File: src/dct_consts.svh
// Constants of the dual cascadable timer: widths, masks, reset values and filter length.
`ifndef DCT_CONSTS_SVH
`define DCT_CONSTS_SVH
`define DCT_CNT_W 8
`define DCT_WIDE_W 16
`define DCT_MASK8 16'h00FF
`define DCT_MASK16 16'hFFFF
`define DCT_ZERO16 16'h0000
`define DCT_ONE16 16'h0001
`define DCT_ZERO8 8'h00
`define DCT_PRESC_N 4
`define DCT_FILTER_LEN 4
`endif

File: src/dct_pkg.sv
// Types of the dual cascadable timer: modes, edge selections and state records.
`include "dct_consts.svh"
package dct_pkg;

  // Operating mode of one 8-bit timer, or of the pair when cascaded.
  typedef enum logic [2:0] {
    DCT_ONE_SHOT = 3'b000,
    DCT_CONTINUOUS = 3'b001,
    DCT_FREE_RUN = 3'b010,
    DCT_PWM_FIXED = 3'b011,
    DCT_PWM_VARIABLE = 3'b100,
    DCT_PULSE_MEASURE = 3'b101,
    DCT_CAPTURE_CLEAR = 3'b110,
    DCT_CAPTURE_FREE = 3'b111
  } dct_mode_t;

  // Which edges open and close a pulse measurement.
  typedef enum logic [1:0] {
    DCT_HIGH_WIDTH = 2'b00,
    DCT_LOW_WIDTH = 2'b01,
    DCT_CYCLE_RISE = 2'b10,
    DCT_CYCLE_FALL = 2'b11
  } dct_measure_t;

  // State of one counter unit.
  typedef struct packed {
    logic [15:0] cnt;
    logic [15:0] latch;
    logic [15:0] capt;
    logic run;
    logic halted;
    logic measuring;
    logic out;
    logic irq;
  } dct_unit_t;

  // Whole state of the timer pair.
  typedef struct packed {
    dct_unit_t lo;
    dct_unit_t hi;
    logic [7:0] loData;
    logic [7:0] hiData;
    logic [7:0] loRead;
    logic [7:0] hiRead;
    logic loPinOut;
    logic loPinOe;
    logic hiPinOut;
    logic hiPinOe;
    logic irqLo;
    logic irqHi;
  } dct_state_t;

  // State of the event input synchroniser and noise filter.
  typedef struct packed {
    logic sync1;
    logic sync2;
    logic level;
    logic [7:0] stable;
    logic rise;
    logic fall;
  } dct_filter_t;

endpackage

File: src/dct_timer.sv
// Dual 8-bit timer pair that can be cascaded into one 16-bit timer.
//
// Overview of operation
// - Two 8-bit counters run separately or cascade into one 16-bit counter.
// - One-shot: start at zero, on match toggle output, request interrupt, halt.
// - Continuous: each match toggles output, requests interrupt, restarts from zero.
// - Free-run: match toggles and interrupts without clearing; counter wraps to zero.
// - Fixed PWM: period is full counter range; high width set by register.
// - Variable PWM: both counters make one 8-bit PWM, period and low width programmed.
// - Variable PWM uses counters separately; cascading is unavailable then.
// - Pulse measurement measures width and period of the event input.
// - Measurement: zero at start edge; at end edge capture value and interrupt.
// - Input capture stores the counter value held in the cycle of a detected edge, before that cycle's count.
// - Capture clear: on edge capture, interrupt, then restart from zero.
// - Capture free-run: on edge capture and interrupt, counter keeps running.
// - Each channel compares against a latched copy of its data register.
// - Data register holds the compare value in timing modes, returns capture in measuring modes.
// - Count clock is selectable among prescaler outputs.
// - Input filter removes high pulses, low pulses or both.
// - Timer output drives pin only while output enabled, overriding port direction.
`timescale 1ns/10ps
`include "dct_consts.svh"
module dct_timer #(
  parameter int PRESC_N = `DCT_PRESC_N,
  parameter logic [7:0] FILTER_LEN = 8'(`DCT_FILTER_LEN)
) (
  input wire logic ref_clk,
  input wire logic reset,
  input wire logic [PRESC_N-1:0] prescTick,
  input wire logic [1:0] loClkSel,
  input wire logic [1:0] hiClkSel,
  input wire logic [2:0] loMode,
  input wire logic [2:0] hiMode,
  input wire logic pairCascade,
  input wire logic loStart,
  input wire logic hiStart,
  input wire logic [1:0] measureSel,
  input wire logic [1:0] captureEdgeSel,
  input wire logic [1:0] filterSel,
  input wire logic [7:0] timerLoDataWrite,
  input wire logic timerLoDataWrEn,
  input wire logic [7:0] timerHiDataWrite,
  input wire logic timerHiDataWrEn,
  input wire logic loOutEnable,
  input wire logic hiOutEnable,
  input wire logic eventInputPin,
  output logic [7:0] timerLoDataRead,
  output logic [7:0] timerHiDataRead,
  output logic loIrq,
  output logic hiIrq,
  output logic timerLoOutPin,
  output logic timerLoOutPinOe,
  output logic timerHiOutPin,
  output logic timerHiOutPinOe
);

  dct_pkg::dct_state_t s;
  dct_pkg::dct_state_t n;
  logic evLevel;
  logic evRise;
  logic evFall;
  logic loTick;
  logic hiTick;
  logic varPwm;
  logic wide;
  logic evStart;
  logic evEnd;
  logic evCap;
  dct_pkg::dct_mode_t loModeT;
  dct_pkg::dct_mode_t hiModeT;

  // Synchronised and filtered event input with edge pulses.
  dct_event_filter #(
    .FILTER_LEN(FILTER_LEN)
  ) u_filter (
    .ref_clk(ref_clk),
    .reset(reset),
    .pinIn(eventInputPin),
    .filterSel(filterSel),
    .level(evLevel),
    .rise(evRise),
    .fall(evFall)
  );

  // True for the modes in which the data register returns a captured count.
  function automatic logic isMeasure(input dct_pkg::dct_mode_t m);
    isMeasure = (m == dct_pkg::DCT_PULSE_MEASURE) || (m == dct_pkg::DCT_CAPTURE_CLEAR)
      || (m == dct_pkg::DCT_CAPTURE_FREE);
  endfunction

  // Next state of one counter unit, eight or sixteen bits wide.
  function automatic dct_pkg::dct_unit_t unitStep(
    input dct_pkg::dct_unit_t u,
    input dct_pkg::dct_mode_t m,
    input logic wideCnt,
    input logic tick,
    input logic startReq,
    input logic [15:0] dataVal,
    input logic eStart,
    input logic eEnd,
    input logic eCap
  );
    dct_pkg::dct_unit_t r;
    logic [15:0] mask;
    logic [15:0] inc;
    logic match;
    r = u;
    r.irq = 1'b0;
    mask = wideCnt ? `DCT_MASK16 : `DCT_MASK8;
    inc = (u.cnt + `DCT_ONE16) & mask;
    match = (u.cnt == (u.latch & mask));
    if (!startReq)
    begin
      r.run = 1'b0;
      r.halted = 1'b0;
      r.measuring = 1'b0;
      r.cnt = `DCT_ZERO16;
    end
    else if (!u.run)
    begin
      r.run = 1'b1;
      r.cnt = `DCT_ZERO16;
      r.latch = dataVal;
      r.halted = 1'b0;
      r.measuring = 1'b0;
    end
    else
    begin
      case (m)
        dct_pkg::DCT_ONE_SHOT:
        begin
          if (tick && !u.halted)
          begin
            if (match)
            begin
              r.out = !u.out;
              r.irq = 1'b1;
              r.halted = 1'b1;
            end
            else
            begin
              r.cnt = inc;
            end
          end
        end
        dct_pkg::DCT_CONTINUOUS:
        begin
          if (tick)
          begin
            if (match)
            begin
              r.out = !u.out;
              r.irq = 1'b1;
              r.cnt = `DCT_ZERO16;
              r.latch = dataVal;
            end
            else
            begin
              r.cnt = inc;
            end
          end
        end
        dct_pkg::DCT_FREE_RUN:
        begin
          if (tick)
          begin
            r.cnt = inc;
            if (match)
            begin
              r.out = !u.out;
              r.irq = 1'b1;
            end
            if (inc == `DCT_ZERO16)
            begin
              r.latch = dataVal;
            end
          end
        end
        dct_pkg::DCT_PWM_FIXED:
        begin
          if (tick)
          begin
            r.cnt = inc;
            if (inc == `DCT_ZERO16)
            begin
              r.latch = dataVal;
              r.irq = 1'b1;
            end
          end
          r.out = (r.cnt < (r.latch & mask));
        end
        dct_pkg::DCT_PULSE_MEASURE:
        begin
          if (tick && u.measuring)
          begin
            r.cnt = inc;
          end
          if (eEnd && u.measuring)
          begin
            r.capt = u.cnt;
            r.irq = 1'b1;
            r.measuring = 1'b0;
            r.cnt = `DCT_ZERO16;
          end
          if (eStart)
          begin
            r.cnt = `DCT_ZERO16;
            r.measuring = 1'b1;
          end
        end
        dct_pkg::DCT_CAPTURE_CLEAR:
        begin
          if (tick)
          begin
            r.cnt = inc;
          end
          if (eCap)
          begin
            r.capt = u.cnt;
            r.irq = 1'b1;
            r.cnt = `DCT_ZERO16;
          end
        end
        dct_pkg::DCT_CAPTURE_FREE:
        begin
          if (tick)
          begin
            r.cnt = inc;
          end
          if (eCap)
          begin
            r.capt = u.cnt;
            r.irq = 1'b1;
          end
        end
        default:
        begin
          r.irq = 1'b0;
        end
      endcase
    end
    return r;
  endfunction

  // Count clock choice, edge decoding and the whole next state.
  always_comb
  begin
    loModeT = dct_pkg::dct_mode_t'(loMode);
    hiModeT = dct_pkg::dct_mode_t'(hiMode);
    loTick = prescTick[loClkSel];
    hiTick = prescTick[hiClkSel];
    varPwm = (loModeT == dct_pkg::DCT_PWM_VARIABLE);
    wide = pairCascade && !varPwm;
    case (dct_pkg::dct_measure_t'(measureSel))
      dct_pkg::DCT_HIGH_WIDTH:
      begin
        evStart = evRise;
        evEnd = evFall;
      end
      dct_pkg::DCT_LOW_WIDTH:
      begin
        evStart = evFall;
        evEnd = evRise;
      end
      dct_pkg::DCT_CYCLE_RISE:
      begin
        evStart = evRise;
        evEnd = evRise;
      end
      default:
      begin
        evStart = evFall;
        evEnd = evFall;
      end
    endcase
    evCap = (captureEdgeSel[0] && evRise) || (captureEdgeSel[1] && evFall);
    n = s;
    if (timerLoDataWrEn)
    begin
      n.loData = timerLoDataWrite;
    end
    if (timerHiDataWrEn)
    begin
      n.hiData = timerHiDataWrite;
    end
    n.lo = unitStep(s.lo, loModeT, wide, loTick, loStart,
      wide ? {s.hiData, s.loData} : {`DCT_ZERO8, s.loData}, evStart, evEnd, evCap);
    n.hi = unitStep(s.hi, hiModeT, 1'b0, hiTick, hiStart && !wide,
      {`DCT_ZERO8, s.hiData}, evStart, evEnd, evCap);
    // Variable PWM: the low counter sets the period, the high counter the low width.
    if (varPwm)
    begin
      n.lo = s.lo;
      n.hi = s.hi;
      n.lo.irq = 1'b0;
      n.hi.irq = 1'b0;
      if (!loStart)
      begin
        n.lo.run = 1'b0;
        n.lo.cnt = `DCT_ZERO16;
        n.hi.cnt = `DCT_ZERO16;
      end
      else if (!s.lo.run)
      begin
        n.lo.run = 1'b1;
        n.lo.cnt = `DCT_ZERO16;
        n.hi.cnt = `DCT_ZERO16;
        n.lo.latch = {`DCT_ZERO8, s.loData};
        n.hi.latch = {`DCT_ZERO8, s.hiData};
        n.lo.out = 1'b0;
      end
      else if (loTick)
      begin
        if (s.lo.cnt == s.lo.latch)
        begin
          n.lo.cnt = `DCT_ZERO16;
          n.hi.cnt = `DCT_ZERO16;
          n.lo.latch = {`DCT_ZERO8, s.loData};
          n.hi.latch = {`DCT_ZERO8, s.hiData};
          n.lo.out = 1'b0;
          n.lo.irq = 1'b1;
        end
        else
        begin
          n.lo.cnt = s.lo.cnt + `DCT_ONE16;
          if (s.hi.cnt == s.hi.latch)
          begin
            n.lo.out = 1'b1;
          end
          else
          begin
            n.hi.cnt = s.hi.cnt + `DCT_ONE16;
          end
        end
      end
    end
    n.irqLo = n.lo.irq;
    n.irqHi = n.hi.irq;
    n.loPinOut = n.lo.out;
    n.loPinOe = loOutEnable && !isMeasure(loModeT);
    n.hiPinOut = n.hi.out;
    n.hiPinOe = hiOutEnable && !wide && !varPwm && !isMeasure(hiModeT);
    n.loRead = isMeasure(loModeT) ? n.lo.capt[7:0] : n.loData;
    if (wide)
    begin
      n.hiRead = isMeasure(loModeT) ? n.lo.capt[15:8] : n.hiData;
    end
    else
    begin
      n.hiRead = isMeasure(hiModeT) ? n.hi.capt[7:0] : n.hiData;
    end
  end

  // State register.
  always_ff @(posedge ref_clk)
  begin
    if (reset)
    begin
      s <= '0;
    end
    else
    begin
      s <= n;
    end
  end

  // Every output is a field of the state register.
  assign timerLoDataRead = s.loRead;
  assign timerHiDataRead = s.hiRead;
  assign loIrq = s.irqLo;
  assign hiIrq = s.irqHi;
  assign timerLoOutPin = s.loPinOut;
  assign timerLoOutPinOe = s.loPinOe;
  assign timerHiOutPin = s.hiPinOut;
  assign timerHiOutPinOe = s.hiPinOe;

endmodule

File: src/dct_event_filter.sv
// Event input synchroniser, selectable pulse noise filter and edge detector.
`timescale 1ns/10ps
`include "dct_consts.svh"
module dct_event_filter #(
  parameter logic [7:0] FILTER_LEN = 8'(`DCT_FILTER_LEN)
) (
  input wire logic ref_clk,
  input wire logic reset,
  input wire logic pinIn,
  input wire logic [1:0] filterSel,
  output logic level,
  output logic rise,
  output logic fall
);

  dct_pkg::dct_filter_t s;
  dct_pkg::dct_filter_t n;
  logic needStable;

  // The second stage alone is examined; a change must persist when its direction is filtered.
  always_comb
  begin
    n = s;
    n.sync1 = pinIn;
    n.sync2 = s.sync1;
    n.rise = 1'b0;
    n.fall = 1'b0;
    needStable = s.sync2 ? filterSel[0] : filterSel[1];
    if (s.sync2 == s.level)
    begin
      n.stable = 8'h00;
    end
    else if (!needStable || (s.stable + 8'h01 >= FILTER_LEN))
    begin
      n.level = s.sync2;
      n.stable = 8'h00;
      n.rise = s.sync2;
      n.fall = !s.sync2;
    end
    else
    begin
      n.stable = s.stable + 8'h01;
    end
  end

  // State register.
  always_ff @(posedge ref_clk)
  begin
    if (reset)
    begin
      s <= '0;
    end
    else
    begin
      s <= n;
    end
  end

  assign level = s.level;
  assign rise = s.rise;
  assign fall = s.fall;

endmodule

File: config.mk
export PLATFORM = sky130hd
export DESIGN_NAME = dct_timer
export DESIGN_NICKNAME = d
export VERILOG_FILES = /design/src/dct_pkg.sv /design/src/dct_timer.sv /design/src/dct_event_filter.sv
export VERILOG_INCLUDE_DIRS = /design/src /design/src/src
export SDC_FILE = /design/constraint.sdc
export NUM_CORES = 1
export LEC_CHECK = 0
export BUFFER_PORTS_ARGS = -buffer_cell sky130_fd_sc_hd__buf_4
export CORE_ASPECT_RATIO = 1.2
export CORE_MARGIN = 1.5
export CORE_UTILIZATION = 45
export DETAILED_ROUTE_END_ITERATION = 10
export GPL_TIMING_DRIVEN = 1
export PLACE_DENSITY_LB_ADDON = 0.3
export SETUP_SLACK_MARGIN = 0.1
export SYNTH_ARGS = -nofsm -noshare
export SYNTH_HDL_FRONTEND = slang
export SYNTH_SLANG_ARGS = --single-unit
File: constraint.sdc
create_clock -name ref_clk -period 4.4 [get_ports ref_clk]
set_input_delay 0.44 -clock ref_clk [delete_from_list [all_inputs] [get_ports ref_clk]]
set_output_delay 0.44 -clock ref_clk [all_outputs]
set_load 0.005 [all_outputs]
## Word level (Yosys, flattened, before mapping)

Cells that the tools add are included.

- Equal/unequal tests: 58
- Reduce and logical (&&, ||, !) cells: 61
- Muxes and demuxes: 121
- Order comparisons: 5
- Add/subtract/negate cells: 3
- Bitwise operators: 8

Operators with widths:

| kind | count |
|---|---|
| $mux 16 | 38 |
| $mux 32 | 17 |
| $pmux 16 s7 | 2 |
| $mux 106 | 1 |
| $pmux 16 s3 | 2 |
| $pmux 16 s2 | 2 |
| $mux 8 | 7 |
| $and 16x16->16 | 3 |
| $eq 16x16->1 | 3 |
| $mux 34 | 1 |
| $add 16x1->16 const B | 2 |
| $logic_not 16->1 | 2 |
| $mux 1 | 30 |
| $ne 5x5->1 const B | 6 |
| $ne 3x2->1 const B | 9 |
| $mux 2 | 13 |
| $reduce_and 6->1 | 4 |
| $eq 3x3->1 const B | 7 |
| $reduce_and 7->1 | 3 |
| $ne 4x4->1 const B | 5 |
| $eq 16x8->1 | 1 |
| $lt 16x16->1 | 1 |
| $lt 16x8->1 | 1 |
| $logic_and 1x1->1 | 14 |
| other kinds (36) | 82 |

- Output and inout bits: 22
- Register bits: 153

## Depth between registers and ports, before layout

- Depth after elaboration: 19
- Depth in mapped cells: 19
- Gate-level depth less buffers: 16

## By module

From an unflattened synthesis, not the netlist that was laid out.

- Cell total of the unflattened synthesis: 1084
- Area, all modules: 8826.0 um^2

By module, submodules not included:

| module | area an instance (um^2) | cells each | instances |
|---|---|---|---|
| dct_timer | 8396.8 | 1046 | 1 |
| dct_event_filter | 429.2 | 38 | 1 |

## Worst setup path before layout

Ideal clock, no wire load.

- Path kind: register -> register
- From: reg s[129] (netlist name)
- To: reg s (netlist bit timerLoOutPin)
- Arrival: 3423 ps
- Cell stages (with the launch flop): 16
- Path slack: 853 ps
- Clock period less this slack: 3547 ps
- Required time: 4276 ps
- Cell sequence: dfxtp_1 ha_1 clkbuf_1 nand4_1 nor2_1 and3_1 o2111ai_1 nor4_4 buf_2 mux2i_1 ha_1 o21ai_0 a211o_1 a211o_1 a31oi_1 o22ai_1

- Word-level cells in the longest chain between the ends: 14

Ends and longest elaborated chain:

| item | line | source |
|---|---|---|
| from (decl) | dct_timer.sv:57 | `dct_pkg::dct_state_t s;` |
| from (signal assigned) | dct_timer.sv:363 | `s <= n;` |
| $add 16x1->16 (no source line) | -- |  |
| $and 16x16->16 | dct_timer.sv:110 | `` inc = (u.cnt + `DCT_ONE16) & mask; `` |
| $logic_not 16->1 (no source line) | -- |  |
| $mux 16 | dct_timer.sv:184 | `` if (inc == `DCT_ZERO16) `` |
| $mux 32 | -- |  |
| $mux 32 | dct_timer.sv:129 | `case (m)` |
| $mux 32 | dct_timer.sv:119 | `else if (!u.run)` |
| $mux 32 | dct_timer.sv:112 | `if (!startReq)` |
| $and 16x16->16 | dct_timer.sv:190 | `r.out = (r.cnt < (r.latch & mask));` |
| $lt 16x16->1 | dct_timer.sv:190 |  |
| $pmux 1 s3 | dct_timer.sv:129 |  |
| $mux 2 | dct_timer.sv:119 |  |
| $mux 2 | dct_timer.sv:112 |  |
| $mux 106 | dct_timer.sv:291 | `if (varPwm)` |

Parallel ways exist; a longest one is shown, timed or not. The select of a mux whose other input is x is not followed.
A chain may end at the register's enable or synchronous reset.

## Worst setup path in the final report

Same ends and word-level chain as after synthesis.

==> run metrics <==
vias in the first global route=~7900; Die H=roughly 160 um; drt initial violations=between 600 and 700; Critical Path AT=between 4000 and 5000 ps; Skew-Pair Late Insertion Delay=roughly 430 ps; number of buffers created by CTS=17; Overflow after GRT=0; Top FF cell, synth=dfxtp_1; Avg Inst Size Synth=just over 8 um2; met2 Usage GRT=43.0%; Slew @ Worst Pin=approximately 1100 ps; met1 GRT Util=a little under a third; area of the multi-input gates=around 5600 um2; CTS tree=built; Starting Density=between 40% and 50%; Worst setup EP type=flop; Synth area leaders=dfxtp_1 (31%), mux2i_1 (7.1%), nand2_1 (4.2%), nor2_1 (4.2%), ha_1 (4.1%); diodes inserted=0; Die X=~130 um; hold path depth=2; min-delay worst type=primary input to flop; number of top-level pins=between 60 and 70; worst rel slew slack=28.4%; Peak Freq=about 0.25 GHz; final std cells w/o fill=about 1400; worst-path maximum fanout=24; synthesized flop and latch total=between 100 and 150; final setup fails=0; YS warnings=0; Hold Worst Slack=between 200 and 250 ps; Final Wtd Congestion=around 0.99; Clock Tree Root=clkbuf_16; initial antenna violation count=0; IO Port Bufs=67; row count=56; Critical-path top delay cell=dfxtp_1; Tot Pwr=roughly 3000 uW; GRT Overall Usage=between 20% and 30%; first-pass GRT wire length=41900 um; post-layout min period=~3900 ps; cts repair resizes=0; core area=between 15000 and 20000 um2; Top delay family on crit path=compound AO/OA/AOI/OAI gates; GR Util met3=roughly 4.7%; layout cells sized above 1=about 14%; routed len/inst=around 19 um; reg2reg path depth=14; WP data required=approximately 4700 ps; postcts setup bufs=0; startpoint types=flop; fin. max-slew vios=0; post-synth top area cell=dfxtp_1; filler cell count=1890; number of vias per cell=between 6 and 7; final-stage net count=roughly 1200; area growth from synthesis to final layout=12.0%; maximum clock path buffer count=2; commonest non-fill, non-tap cell in the layout=dfxtp_1; GRT Max-Usage Layer=met2; Post-DP Area=about 9500 um2; Die Area=~21000 um2; CTS clk-pin slew, worst paths=60 ps; CTS sink count=approximately 140; DP Wirelength=about 19000 um; Final ANT Viol Nets=0; Netlist cell types=81; register area=roughly 2700 um2; top cell type's share of synthesized area=30.7%; Post-Place Cells=~1400; status=completed; worst path bufs/invs=1; maximum VDD drop=between 0.2 and 0.3 mV; RSZ-0062 raised after global routing=no; H-Tree Level Count=4; post-synthesis sequential area ratio=between 30% and 40%; leakage=0.00398 uW; Vias=8407; FFs w/ async S/R, synth=0%; fin crit share=89.5%; clock skew=7.82 ps; number of synthesized flops with an enable pin=0; Synth Instances=about 1100; drt drc=0; largest net degree at the start of global routing=63; WS Path Type=flop to flop; Levels on crit path=14; mapped cell area=approximately 9000 um2; commonest cells after routing, fill and taps aside=dfxtp_1 (137), nand2_1 (101), nor2_1 (99); max-cap viol count=0; CP cell instances=ha_1, and4_1, and4_1, xnor2_1, a31oi_1, nor4_4, buf_4, mux2i_1, ha_1, o21ai_0, a211o_1, a211o_1, a31oi_1, o22ai_1; Fin Setup TNS=0 ps; Hold Buf Count CTS=0; slowest stage delay, CP=between 500 and 600 ps; Final Hold Viols=0; router iterations before antenna repair=5; pwr dens=around 300 nW/um2; Routed WL=between 20000 and 30000 um; Final Cell Area=10000 um2
==> where the power goes <==
part	internal, uW	total (uW)	leakage (uW)	switching [uW]
Combinational	155	392	0.00260	237
Sequential	1270	1300	0.00111	30.3
Clock	759	1340	0.000271	582
==> cell type report <==
class | instances | area share (%)
clock buffer | 21 | 4.60
clock inverter | 11 | 0.863
inverter | 21 | 0.788
multi-input combinational | 850 | 56.1
sequential | 137 | 27.4
tap | 261 | 3.26
timing repair buffer | 93 | 6.98
==> Yosys cell counts (18+ instances only) <==
library cell and number:
nor2b_1 23, o211ai_1 27, nand2_1 101, mux2i_1 63, buf_4 18, and3_1 20
dfxtp_1 137, nand3_1 25, xnor2_1 23, nor2_1 100, o21ai_0 68, a21oi_1 65
inv_1 21, buf_2 26, ha_1 29, nor3_1 18, clkbuf_1 50
==> cell families (layout without fill, tap and decap cells) <==
group / Yosys count / in the layout / synth area share, %
compound gates: 294 / 294 / 22.2
mux: 78 / 78 / 9.08
buf+inv: 122 / 146 / 6.67
simple gates: 403 / 403 / 23.4
flops: 137 / 137 / 30.7
other cells: 1 / 6 / 0.0420
fa+ha+maj: 29 / 29 / 4.06
xor+xnor: 40 / 40 / 3.92
==> flip-flops by register name (all words and copies together), names as in the netlist, 8 cells and up <==
name	flops
s	102
timerLoDataRead	8
timerHiDataRead	8
u_filter.s	9
==> metrics by stage <==
step,setup slack (ps),util (%)
2_1_floorplan,853,-
3_3_place_gp,640,48.6
3_5_place_dp,521,48.6
4_1_cts,497,51.4
5_1_grt,208,51.4
6_report,462,51.4
==> final timing paths <==
kind	startpoint	endpoint	slack, ps
setup / recovery	s[129]	timerLoOutPin	460
hold / removal	eventInputPin	u_filter.n[11]	220
setup reg to reg	s[129]	timerLoOutPin	460
hold reg to reg	u_filter.n[11]	u_filter.s[11]	440
==> routing by layer <==
layer  vias to the layer above  part of all wire, %
met1                      3963                   42
met5                         -                    0
met4                         0                  4.8
met3                        79                  5.5
met2                       314                   48
li1                       4051                    -
Power figures use the tool's default switching activity.
